<file path="src/verilog/etd_defs.svh">
`ifndef ETD_DEFS_SVH
`define ETD_DEFS_SVH
// Register word indices; the byte address is four times the index
`define ETD_IDX_CMD   6'h00
`define ETD_IDX_SCTL  6'h03
`define ETD_IDX_INTST 6'h05
`define ETD_IDX_UBASE 6'h06
`define ETD_IDX_CPTR  6'h07
`define ETD_IDX_PSIZE 6'h30
`define ETD_IDX_FCNT  6'h31
`define ETD_IDX_FLO   6'h32
`define ETD_IDX_FHI   6'h33
`define ETD_IDX_FSIZE 6'h34
`define ETD_IDX_SAVED 6'h35
// Command and interrupt status bit positions
`define ETD_CMD_HALT  0
`define ETD_CMD_GO    1
`define ETD_INT_DONE  0
`define ETD_INT_ERR   1
// Send control bit positions and masks
`define ETD_SC_SENT     0
`define ETD_SC_COUNTERR 1
`define ETD_SC_UNDERRUN 2
`define ETD_SC_MONBAD   3
`define ETD_SC_XCOLL    6
`define ETD_SC_XDEFER   10
`define ETD_SC_XDEFDIS  12
`define ETD_SC_CFG      16'hF000
`define ETD_SC_STAT     16'h07FF
`define ETD_LINK_LAST   0
// Descriptor word offsets
`define ETD_OFS_STATUS  16'h0000
`define ETD_OFS_CONFIG  16'h0001
`define ETD_OFS_FRAG0   16'h0004
`define ETD_FRAG_WORDS  16'h0003
// Burst lengths and retry limit
`define ETD_LEN_FIRST   3'h6
`define ETD_LEN_FRAG    3'h3
`define ETD_LEN_END     3'h2
`define ETD_LEN_LINK    3'h1
`define ETD_RETRY_MAX   5'h0F
`define ETD_RESP_OKAY   2'h0
`endif

</file>
<file path="src/verilog/etd_pkg.sv">
package etd_pkg;
	typedef enum logic [3:0] {
		S_IDLE = 4'b0001,
		S_ARB  = 4'b0010,
		S_ACC  = 4'b0100,
		S_SEND = 4'b1000
	} etd_state_t;
	typedef enum logic [3:0] {
		B_FIRST = 4'b0001,
		B_FRAG  = 4'b0010,
		B_END   = 4'b0100,
		B_LINK  = 4'b1000
	} etd_burst_t;
	typedef struct packed {
		etd_state_t  state;
		etd_burst_t  burst;
		logic [2:0]  accIdx;
		logic        goBit;
		logic        haltBit;
		logic        resumeLink;
		logic        abortFlag;
		logic [1:0]  intStatus;
		logic [15:0] sendCtl;
		logic [15:0] upperBase;
		logic [15:0] curPtr;
		logic [15:0] savedPtr;
		logic [15:0] pktSize;
		logic [15:0] fragCount;
		logic [15:0] fragPtrLo;
		logic [15:0] fragPtrHi;
		logic [15:0] fragLen;
		logic [15:0] fragsLeft;
		logic [15:0] fragBase;
		logic [15:0] linkOfs;
		logic [4:0]  collCount;
		logic        busReq;
		logic        memValid;
		logic        memWrite;
		logic [23:0] memAddr;
		logic [15:0] memWdata;
		logic        fragStart;
		logic        fragLast;
		logic [23:0] fragAddr;
		logic [15:0] fragSize;
	} etd_ctl_t;
	typedef struct packed {
		logic        awHeld;
		logic        wHeld;
		logic [5:0]  awIdx;
		logic [31:0] wData;
		logic [3:0]  wStrb;
		logic        awready;
		logic        wready;
		logic        bvalid;
		logic        arready;
		logic        rvalid;
		logic [31:0] rdata;
	} etd_axi_t;
endpackage

</file>
<file path="src/verilog/etd_tx_dma.sv">
`timescale 1ns/1ns
`include "etd_defs.svh"
// Contract
// - Descriptor address takes upper 8 bits from upper base, rest from pointer.
// - Monitored-bad status is set when the source address misses the filter.
// - Go fetches config, sizes, count and fragment fields into internal registers.
// - Current pointer loads from link only after a good packet; not on halt.
// - Multi-fragment packets fetch next pointer and size after each fragment but the last.
// - Packet end writes status, reads link; list-last set flags done, clears go.
// - Collision restores pointer from saved copy and resends, at most fifteen times.
// - Bursts: six reads first, three per later fragment, write plus read at end.
// - Underrun, count error, a collision at count fifteen or enabled deferral abort, pointer kept.
// - Halt stops the engine once the status word of the packet is written.
// - Go written while running has no effect except in the cycle a packet end stops the engine, where go wins; the chain walk continues.
// - Go after a stop resumes where the engine stopped, not at list start.
// - Eleven registers are selected by a six-bit register index; the other indices read zero.
// - Link holds an even byte pointer (word index in bits 15:1); its lowest bit is the list-last flag.
// - Status word is eleven control status bits plus collision count on top.
module etd_tx_dma (
	// Clock and reset
	input  wire logic        clock,
	input  wire logic        rst,
	// AXI4-Lite register slave
	input  wire logic [7:0]  awaddr,
	input  wire logic        awvalid,
	output wire logic        awready,
	input  wire logic [31:0] wdata,
	input  wire logic [3:0]  wstrb,
	input  wire logic        wvalid,
	output wire logic        wready,
	output wire logic [1:0]  bresp,
	output wire logic        bvalid,
	input  wire logic        bready,
	input  wire logic [7:0]  araddr,
	input  wire logic        arvalid,
	output wire logic        arready,
	output wire logic [31:0] rdata,
	output wire logic [1:0]  rresp,
	output wire logic        rvalid,
	input  wire logic        rready,
	// Descriptor memory master
	output wire logic        busReq,
	input  wire logic        busGrant,
	output wire logic        memValid,
	output wire logic        memWrite,
	output wire logic [23:0] memAddr,
	output wire logic [15:0] memWdata,
	input  wire logic        memReady,
	input  wire logic [15:0] memRdata,
	// Transmit MAC side
	output wire logic        fragStart,
	output wire logic [23:0] fragAddr,
	output wire logic [15:0] fragSize,
	output wire logic        fragLast,
	input  wire logic        macFragDone,
	input  wire logic        macCollision,
	input  wire logic        macUnderrun,
	input  wire logic        macCountErr,
	input  wire logic        macDeferErr,
	input  wire logic        macSrcMiss
);
	etd_pkg::etd_ctl_t ctlReg, ctlNext;
	etd_pkg::etd_axi_t axiReg, axiNext;
	logic              wrFire;
	logic              swGo;
	logic              macErr;
	logic [15:0]       rdWord;

	////////////////////////////////////////////////////////////////////////////////
	// Helpers
	function automatic logic [2:0] etdLen(input etd_pkg::etd_burst_t b);
		case (b)
			etd_pkg::B_FIRST: etdLen = `ETD_LEN_FIRST;
			etd_pkg::B_FRAG:  etdLen = `ETD_LEN_FRAG;
			etd_pkg::B_END:   etdLen = `ETD_LEN_END;
			default:          etdLen = `ETD_LEN_LINK;
		endcase
	endfunction

	function automatic logic [15:0] etdMerge(input logic [15:0] o, input logic [31:0] d,
		input logic [3:0] s);
		etdMerge = {s[1] ? d[15:8] : o[15:8], s[0] ? d[7:0] : o[7:0]};
	endfunction

	// Sets up access k of the current burst
	function automatic etd_pkg::etd_ctl_t etdIssue(input etd_pkg::etd_ctl_t x,
		input logic [2:0] k);
		logic [15:0]       ofs;
		logic [14:0]       wlo;
		etd_pkg::etd_ctl_t y;
		y = x;
		case (x.burst)
			etd_pkg::B_FIRST: ofs = `ETD_OFS_CONFIG + {13'h0000, k};
			etd_pkg::B_FRAG:  ofs = x.fragBase + {13'h0000, k};
			etd_pkg::B_END:   ofs = (k == 3'h0) ? `ETD_OFS_STATUS : x.fragBase;
			default:          ofs = x.linkOfs;
		endcase
		wlo = x.curPtr[15:1] + ofs[14:0];
		y.memValid = 1'b1;
		y.memWrite = (x.burst == etd_pkg::B_END) && (k == 3'h0);
		y.memAddr = {x.upperBase[7:0], wlo, 1'b0};
		y.memWdata = {x.collCount, x.sendCtl[10:0]};
		y.accIdx = k;
		return y;
	endfunction

	// New packet: remember pointer, clear status, fetch first burst
	function automatic etd_pkg::etd_ctl_t etdStart(input etd_pkg::etd_ctl_t x);
		etd_pkg::etd_ctl_t y;
		y = x;
		y.savedPtr = x.curPtr;
		y.sendCtl = x.sendCtl & ~`ETD_SC_STAT;
		y.collCount = 5'h00;
		y.abortFlag = 1'b0;
		y.fragBase = `ETD_OFS_FRAG0;
		y.burst = etd_pkg::B_FIRST;
		y.state = etd_pkg::S_ARB;
		y.busReq = 1'b1;
		return y;
	endfunction

	////////////////////////////////////////////////////////////////////////////////
	// Register read mux
	always_comb begin
		rdWord = 16'h0000;
		case (araddr[7:2])
			`ETD_IDX_CMD:   rdWord = {14'h0000, ctlReg.goBit, ctlReg.haltBit};
			`ETD_IDX_SCTL:  rdWord = ctlReg.sendCtl;
			`ETD_IDX_INTST: rdWord = {14'h0000, ctlReg.intStatus};
			`ETD_IDX_UBASE: rdWord = ctlReg.upperBase;
			`ETD_IDX_CPTR:  rdWord = ctlReg.curPtr;
			`ETD_IDX_PSIZE: rdWord = ctlReg.pktSize;
			`ETD_IDX_FCNT:  rdWord = ctlReg.fragCount;
			`ETD_IDX_FLO:   rdWord = ctlReg.fragPtrLo;
			`ETD_IDX_FHI:   rdWord = ctlReg.fragPtrHi;
			`ETD_IDX_FSIZE: rdWord = ctlReg.fragLen;
			`ETD_IDX_SAVED: rdWord = ctlReg.savedPtr;
			default:        rdWord = 16'h0000; // Unused indices read zero
		endcase
	end

	// AXI channel handshakes; one write and one read in flight
	assign wrFire = axiReg.awHeld && axiReg.wHeld && !axiReg.bvalid;
	assign swGo = wrFire && (axiReg.awIdx == `ETD_IDX_CMD) && axiReg.wStrb[0] &&
		axiReg.wData[`ETD_CMD_GO];
	always_comb begin
		axiNext = axiReg;
		if (awvalid && axiReg.awready) begin
			axiNext.awHeld = 1'b1;
			axiNext.awIdx = awaddr[7:2];
		end
		if (wvalid && axiReg.wready) begin
			axiNext.wHeld = 1'b1;
			axiNext.wData = wdata;
			axiNext.wStrb = wstrb;
		end
		if (axiReg.bvalid && bready)
			axiNext.bvalid = 1'b0;
		if (wrFire) begin
			axiNext.awHeld = 1'b0;
			axiNext.wHeld = 1'b0;
			axiNext.bvalid = 1'b1;
		end
		if (arvalid && axiReg.arready) begin
			axiNext.rvalid = 1'b1;
			axiNext.rdata = {16'h0000, rdWord};
		end
		if (axiReg.rvalid && rready)
			axiNext.rvalid = 1'b0;
		axiNext.awready = !axiNext.awHeld;
		axiNext.wready = !axiNext.wHeld;
		axiNext.arready = !axiNext.rvalid;
	end

	////////////////////////////////////////////////////////////////////////////////
	// Descriptor engine
	assign macErr = macUnderrun || macCountErr ||
		(macDeferErr && !ctlReg.sendCtl[`ETD_SC_XDEFDIS]);
	always_comb begin
		ctlNext = ctlReg;
		ctlNext.fragStart = 1'b0;
		// Software clears done/error first so a hardware set in this cycle wins
		if (wrFire && (axiReg.awIdx == `ETD_IDX_INTST) && axiReg.wStrb[0])
			ctlNext.intStatus = ctlReg.intStatus & ~axiReg.wData[1:0];
		case (ctlReg.state)
			etd_pkg::S_IDLE: begin
				if (ctlReg.goBit) begin
					if (ctlReg.resumeLink) begin
						ctlNext.burst = etd_pkg::B_LINK;
						ctlNext.state = etd_pkg::S_ARB;
						ctlNext.busReq = 1'b1;
					end else begin
						ctlNext = etdStart(ctlNext);
					end
				end
			end
			etd_pkg::S_ARB: begin
				// A grant counts only while our own request stands; a stale one is ignored
				ctlNext.busReq = 1'b1;
				if (ctlReg.busReq && busGrant) begin
					ctlNext = etdIssue(ctlNext, 3'h0);
					ctlNext.state = etd_pkg::S_ACC;
				end
			end
			etd_pkg::S_ACC: begin
				if (memReady) begin
					// Load fetched fields
					if (ctlReg.burst == etd_pkg::B_FIRST) begin
						case (ctlReg.accIdx)
							3'h0: ctlNext.sendCtl = (ctlReg.sendCtl & ~`ETD_SC_CFG) |
								(memRdata & `ETD_SC_CFG);
							3'h1: ctlNext.pktSize = memRdata;
							3'h2: begin
								ctlNext.fragCount = memRdata;
								ctlNext.fragsLeft = memRdata;
							end
							3'h3: ctlNext.fragPtrLo = memRdata;
							3'h4: ctlNext.fragPtrHi = memRdata;
							default: ctlNext.fragLen = memRdata;
						endcase
					end else if (ctlReg.burst == etd_pkg::B_FRAG) begin
						case (ctlReg.accIdx)
							3'h0: ctlNext.fragPtrLo = memRdata;
							3'h1: ctlNext.fragPtrHi = memRdata;
							default: ctlNext.fragLen = memRdata;
						endcase
					end
					if (ctlReg.accIdx == etdLen(ctlReg.burst) - 3'h1) begin
						// Burst done: release the bus before acting on it
						ctlNext.memValid = 1'b0;
						ctlNext.busReq = 1'b0;
						case (ctlReg.burst)
							etd_pkg::B_FIRST, etd_pkg::B_FRAG: begin
								ctlNext.fragBase = ctlReg.fragBase + `ETD_FRAG_WORDS;
								ctlNext.fragStart = 1'b1;
								ctlNext.fragAddr = {ctlNext.fragPtrHi[7:0], ctlNext.fragPtrLo};
								ctlNext.fragSize = ctlNext.fragLen;
								ctlNext.fragLast = ctlNext.fragsLeft <= 16'h0001;
								ctlNext.state = etd_pkg::S_SEND;
							end
							etd_pkg::B_END: begin
								ctlNext.state = etd_pkg::S_IDLE;
								ctlNext.goBit = 1'b0;
								ctlNext.resumeLink = 1'b0;
								if (ctlReg.abortFlag) begin
									ctlNext.intStatus[`ETD_INT_ERR] = 1'b1;
								end else if (ctlReg.haltBit) begin
									ctlNext.haltBit = 1'b0;
								end else if (memRdata[`ETD_LINK_LAST]) begin
									ctlNext.intStatus[`ETD_INT_DONE] = 1'b1;
									ctlNext.resumeLink = 1'b1;
									ctlNext.linkOfs = ctlReg.fragBase;
								end else begin
									ctlNext.goBit = 1'b1;
									ctlNext.curPtr = {memRdata[15:1], 1'b0};
									ctlNext = etdStart(ctlNext);
									ctlNext.busReq = 1'b0; // Release so the next burst arbitrates
								end
							end
							default: begin
								// Reread of the last link after a list-last stop
								if (memRdata[`ETD_LINK_LAST]) begin
									ctlNext.state = etd_pkg::S_IDLE;
									ctlNext.goBit = 1'b0;
									ctlNext.intStatus[`ETD_INT_DONE] = 1'b1;
								end else begin
									ctlNext.resumeLink = 1'b0;
									ctlNext.curPtr = {memRdata[15:1], 1'b0};
									ctlNext = etdStart(ctlNext);
									ctlNext.busReq = 1'b0; // Release so the next burst arbitrates
								end
							end
						endcase
					end else begin
						ctlNext = etdIssue(ctlNext, ctlReg.accIdx + 3'h1);
					end
				end
			end
			etd_pkg::S_SEND: begin
				if (macSrcMiss)
					ctlNext.sendCtl[`ETD_SC_MONBAD] = 1'b1;
				if (macErr || (macCollision && ctlReg.collCount == `ETD_RETRY_MAX)) begin
					// Abort still writes status, but leaves the pointer in place
					if (macUnderrun) ctlNext.sendCtl[`ETD_SC_UNDERRUN] = 1'b1;
					if (macCountErr) ctlNext.sendCtl[`ETD_SC_COUNTERR] = 1'b1;
					if (macDeferErr) ctlNext.sendCtl[`ETD_SC_XDEFER] = 1'b1;
					if (!macErr) begin
						ctlNext.sendCtl[`ETD_SC_XCOLL] = 1'b1;
						ctlNext.collCount = ctlReg.collCount + 5'h01;
					end
					ctlNext.abortFlag = 1'b1;
					ctlNext.burst = etd_pkg::B_END;
					ctlNext.state = etd_pkg::S_ARB;
					ctlNext.busReq = 1'b1;
				end else if (macCollision) begin
					ctlNext.collCount = ctlReg.collCount + 5'h01;
					ctlNext.curPtr = ctlReg.savedPtr;
					ctlNext.fragBase = `ETD_OFS_FRAG0;
					ctlNext.burst = etd_pkg::B_FIRST;
					ctlNext.state = etd_pkg::S_ARB;
					ctlNext.busReq = 1'b1;
				end else if (macFragDone) begin
					if (ctlReg.fragsLeft > 16'h0001) begin
						ctlNext.fragsLeft = ctlReg.fragsLeft - 16'h0001;
						ctlNext.burst = etd_pkg::B_FRAG;
					end else begin
						ctlNext.sendCtl[`ETD_SC_SENT] = 1'b1;
						ctlNext.burst = etd_pkg::B_END;
					end
					ctlNext.state = etd_pkg::S_ARB;
					ctlNext.busReq = 1'b1;
				end
			end
			default: ctlNext.state = etd_pkg::S_IDLE;
		endcase
		// Software writes last: a go set beats a stop in the same cycle
		if (wrFire) begin
			case (axiReg.awIdx)
				`ETD_IDX_CMD: begin
					if (swGo) ctlNext.goBit = 1'b1;
					if (axiReg.wStrb[0] && axiReg.wData[`ETD_CMD_HALT]) ctlNext.haltBit = 1'b1;
				end
				`ETD_IDX_SCTL: ctlNext.sendCtl = (ctlNext.sendCtl & ~`ETD_SC_CFG) |
					(etdMerge(ctlReg.sendCtl, axiReg.wData, axiReg.wStrb) & `ETD_SC_CFG);
				`ETD_IDX_UBASE: ctlNext.upperBase = etdMerge(ctlReg.upperBase, axiReg.wData,
					axiReg.wStrb);
				`ETD_IDX_CPTR: begin
					ctlNext.curPtr = etdMerge(ctlReg.curPtr, axiReg.wData, axiReg.wStrb);
					ctlNext.resumeLink = 1'b0;
				end
				default: ;
			endcase
		end
	end

	// State registers, synchronous reset
	always_ff @(posedge clock) begin
		if (rst) begin
			ctlReg <= '0;
			ctlReg.state <= etd_pkg::S_IDLE;
			ctlReg.burst <= etd_pkg::B_FIRST;
			axiReg <= '0;
		end else begin
			ctlReg <= ctlNext;
			axiReg <= axiNext;
		end
	end

	// Outputs straight from flops; responses are always OKAY
	assign awready = axiReg.awready;
	assign wready = axiReg.wready;
	assign bvalid = axiReg.bvalid;
	assign bresp = `ETD_RESP_OKAY;
	assign arready = axiReg.arready;
	assign rvalid = axiReg.rvalid;
	assign rdata = axiReg.rdata;
	assign rresp = `ETD_RESP_OKAY;
	assign busReq = ctlReg.busReq;
	assign memValid = ctlReg.memValid;
	assign memWrite = ctlReg.memWrite;
	assign memAddr = ctlReg.memAddr;
	assign memWdata = ctlReg.memWdata;
	assign fragStart = ctlReg.fragStart;
	assign fragAddr = ctlReg.fragAddr;
	assign fragSize = ctlReg.fragSize;
	assign fragLast = ctlReg.fragLast;

	////////////////////////////////////////////////////////////////////////////////
	// Checks
	logic [2:0] hsCnt;
	always_ff @(posedge clock) begin
		if (rst || ctlReg.state == etd_pkg::S_ARB && !busGrant)
			hsCnt <= 3'h0;
		else if (ctlReg.memValid && memReady)
			hsCnt <= hsCnt + 3'h1;
	end
endmodule

</file>
<file path="config.mk">
export PLATFORM = sky130hd
export DESIGN_NAME = etd_tx_dma
export DESIGN_NICKNAME = d
export VERILOG_FILES = /design/src/verilog/etd_pkg.sv /design/src/verilog/etd_tx_dma.sv
export VERILOG_INCLUDE_DIRS = /design/src /design/src/verilog
export SDC_FILE = /design/constraint.sdc
export NUM_CORES = 1
export LEC_CHECK = 0
export BUFFER_PORTS_ARGS = -buffer_cell sky130_fd_sc_hd__buf_2
export CAP_MARGIN = 0
export CORE_ASPECT_RATIO = 1.5
export CORE_MARGIN = 10
export CORE_UTILIZATION = 43
export CTS_CLUSTER_DIAMETER = 150
export CTS_CLUSTER_SIZE = 30
export DETAILED_ROUTE_END_ITERATION = 10
export MAX_ROUTING_LAYER = met4
export SETUP_SLACK_MARGIN = 0.02
export SLEW_MARGIN = 20
export SYNTH_ARGS = -nofsm -noshare
export SYNTH_HDL_FRONTEND = slang
export SYNTH_SLANG_ARGS = --single-unit
</file>
<file path="constraint.sdc">
create_clock -name clock -period 11.3 [get_ports clock]
set_input_delay 1.13 -clock clock [delete_from_list [all_inputs] [get_ports clock]]
set_output_delay 1.13 -clock clock [all_outputs]
set_load 0.01 [all_outputs]
</file>
==> results.cfg <==
[layout]
area_growth_pct = 4.05
finalNonFillerCells = 2798
layout-drive-gt1-share_pct = 11.2
final_area_um2 = 19000
fin_nets = 2365
final_util_pct = 45.3

[sta]
finalSetupViolCount = 0
fin_worst_skew_ns = 0.0222
fmax_mhz = 220
slew_viol_final = 0
worst_slack_ns = 6.74
slew_headroom_pct = 20.7
fin_tns_setup_ns = 0
finalCritPeriodShare_pct = 40.3
rsz0062_at_grt = no
fin_crit_ns = 4.56
worst_pin_slew_ns = 1.18
finalHoldViolations = 0

[setup_path]
rr_startpoint = ctlReg[293]
cp-start-kind = flip-flop
cp_data_required_time_ns = 11.71
r2r_cells = 12
critical_path_arrival_ns = 4.96
cp_max_fo = 14
r2r_slack_ns = 6.74
crit_path_end_kind = flip-flop
path_class = reg2reg
regToRegEndpoint = memAddr[10]

[placement]
placed_cell_area_um2 = 18600
gp_congestion = 0.955
pre_cts_ws_ns = 6.85
dp_cells = 2779
port_buffers = 165
hpwl_um = 45600

[grt]
grt-ovfl-total = 0
use_met3_pct = 2.08
use_met2_pct = 41.4
grt_use_total_pct = 23.7
grt_max_degree = 131
grt_busiest_layer = met2
use_met1_pct = 26.7
antenna_found_initial = 2
grt_pass1_wl_um = 95300
grt_pass1_vias = 16200

[cts]
cts_resized = 0
cts-root-buf = clkbuf_16
cts_tree = yes
cts-htree-levels = 1
postCtsSetupBuffers = 0
cts_buffer_depth = 3
numCtsBuffers = 15
clkSlewWorstSetupHoldPaths_ns = 0.13
cts_hold_buf = 0
clock_latency_ns = 0.54
clock-sinks = 342

[min_path]
hp-class = reg2reg
hp-start = memAddr[22]
hold_end = memAddr[22]
worstHoldPathCells = 2

[synthesis]
synth-xor-area-share_pct = 1.53
yosysWarnings = 0
synth_area_leaders = dfxtp_1 (37%), nand2_1 (7.8%), a21oi_1 (6.6%), mux2i_1 (4.9%), buf_4 (4.8%)
synth.area.mux_share_pct = 5.18
synth_simple_gate_area_share_pct = 20.0
synth-seq-area-share_pct = 37.4
synth_fa_ha_area_share_pct = 3.55
netlist_instances = 2298
synth_edf_count = 0
synth_top_area_share_pct = 37.4
netlist_area_um2 = 18300
synth_most_common_cell = nand2_1
synthArstFlopShare_pct = 0
synth_top_cell_by_area = dfxtp_1
synth_compound_area_share_pct = 23.0
synth_seq_cells = 342
syn_avg_cell_area_um2 = 7.96
synth_flop_cell = dfxtp_1
yosys-top-cells-count = nand2_1 (378), dfxtp_1 (342), a21oi_1 (240)
synth_top_family_by_area = compound AO/OA/AOI/OAI gates
ys_types = 83

[die]
die_width_um = 188
start_util_pct = 43.5
dieArea_um2 = 51300
rows = 92
core_um2 = 42000
die_h_um = 273
num_io_pins = 209

[power]
p_clk_share_pct = 33.2
p_seq_share_pct = 61.9
leakage_uw = 0.00724
netSwitchingFraction_pct = 24.8
p_per_area_nw_per_um2 = 104
switching_power_uw = 493
p_comb_share_pct = 5.0
power.internal_uw = 1490
vdd_drop_max_uv = 132

[route]
vias_per_cell = 5.97
firstDrtPassIters = 8
avgRoutedWirePerCell_um = 22.3
vias = 16700
drtIter0Drc = 1433
drc = 0
antenna_left = 0
wirelength_um = 62300

[run]
maxCapViolations = 0

[run_status]
status = finished, final reports clean
==> sequential cells by signal, summed over array words and instances, names as in the netlist <==
| name | count |
|---|---|
| memWrite | 1 |
| fragSize | 16 |
| fragAddr | 24 |
| rdata | 16 |
| bvalid | 1 |
| busReq | 1 |
| fragLast | 1 |
| rvalid | 1 |
| ctlReg | 211 |
| arready | 1 |
| memAddr | 23 |
| memValid | 1 |
| fragStart | 1 |
| memWdata | 16 |
| wready | 1 |
| axiReg | 26 |
| awready | 1 |
==> cells in the final DEF (no fill, tap or decap), types with 9 or more instances in the layout <==
master | netlist | final
a22oi_1 | 41 | 41
nand3_1 | 45 | 44
a222oi_1 | 15 | 15
buf_2 | 27 | 164
o21ai_0 | 102 | 102
nand2_1 | 378 | 377
xnor2_1 | 22 | 22
and2_1 | 16 | 16
a221oi_1 | 72 | 72
dfxtp_1 | 342 | 342
nand2b_1 | 12 | 12
a211oi_1 | 40 | 40
or3_1 | 11 | 11
buf_4 | 116 | 26
nor4_1 | 10 | 9
a311oi_1 | 16 | 16
a21oi_1 | 240 | 239
ha_1 | 47 | 47
a21o_1 | 9 | 9
xor2_1 | 10 | 10
o211ai_1 | 10 | 10
inv_1 | 27 | 27
clkbuf_16 | 0 | 15
and3_1 | 28 | 28
nor2_1 | 185 | 182
mux2i_1 | 89 | 89
conb_1 | 1 | 21
a31oi_1 | 17 | 17
nor3_1 | 72 | 70
o22ai_1 | 9 | 9
==> power groups by stage <==
stage               registers (uW)  clock network (uW)  logic, uW
floorplan                     1250                   0       65.9
global placement              1250                   0       95.4
detailed placement            1250                   0       96.6
CTS                           1230                 678       96.8
global route                  1230                 710        105
finish                        1230                 658       98.4
==> worst max-delay path by stage <==
stage	startpoint	end	slack, ns	cells past startpoint
floorplan	ctlReg[288]	memAddr[10]	7.53	18
global placement	ctlReg[293]	memAddr[10]	6.88	12
detailed placement	ctlReg[293]	memAddr[10]	6.85	12
CTS	ctlReg[293]	memAddr[10]	6.85	12
global route	ctlReg[288]	memAddr[13]	6.56	17
finish	ctlReg[293]	memAddr[10]	6.74	12
==> metal layers <==
| metal | vias to the layer above | wire, um |
|---|---|---|
| met5 | - | 0 |
| met4 | 0 | 3200 |
| met3 | 139 | 2920 |
| met2 | 586 | 31400 |
| met1 | 8036 | 24700 |
| li1 | 7946 | - |
==> critical path: stages, from the launching register on <==
cell and delay [ns]:
dfxtp_1 0.66, or4b_1 0.80, nor2_1 0.68, a222oi_1 0.15
nand2_1 0.18, ha_1 0.26, a211oi_1 0.33, o21ai_0 0.19
a31oi_1 0.38, o21ai_0 0.21, xor2_1 0.18, a221oi_1 0.32
nor3_1 0.08
==> cells by family (layout without fill, tap and decap cells) <==
| group | after synthesis | count (layout) |
|---|---|---|
| AOI/OAI and AO/OA | 640 | 640 |
| xor gates and xnor gates | 32 | 32 |
| other | 1 | 23 |
| and+or+nand+nor | 818 | 818 |
| DFF | 342 | 342 |
| muxes | 93 | 93 |
| adders and majority gates | 50 | 50 |
| buffers and inverters | 322 | 236 |
==> stage by stage <==
step	total power [uW]	hold WS, ns
4_1_cts	2000	0.458
6_report	1980	0.456
2_1_floorplan	1310	0.431
3_5_place_dp	1350	0.442
5_1_grt	2040	0.477
3_3_place_gp	1350	0.439
==> area by class of cell <==
| class | instances | area (um^2) |
|---|---|---|
| tap | 564 | 706 |
| clock buffer | 15 | 375 |
| fill | 4248 | 23000 |
| clock inverter | 2 | 28.8 |
| inverter | 27 | 101 |
| multi-input combinational | 1654 | 9920 |
| antenna | 2 | 5.00 |
| timing repair buffer | 192 | 1040 |
| sequential | 342 | 6850 |
(Power assumes the default switching activity.)
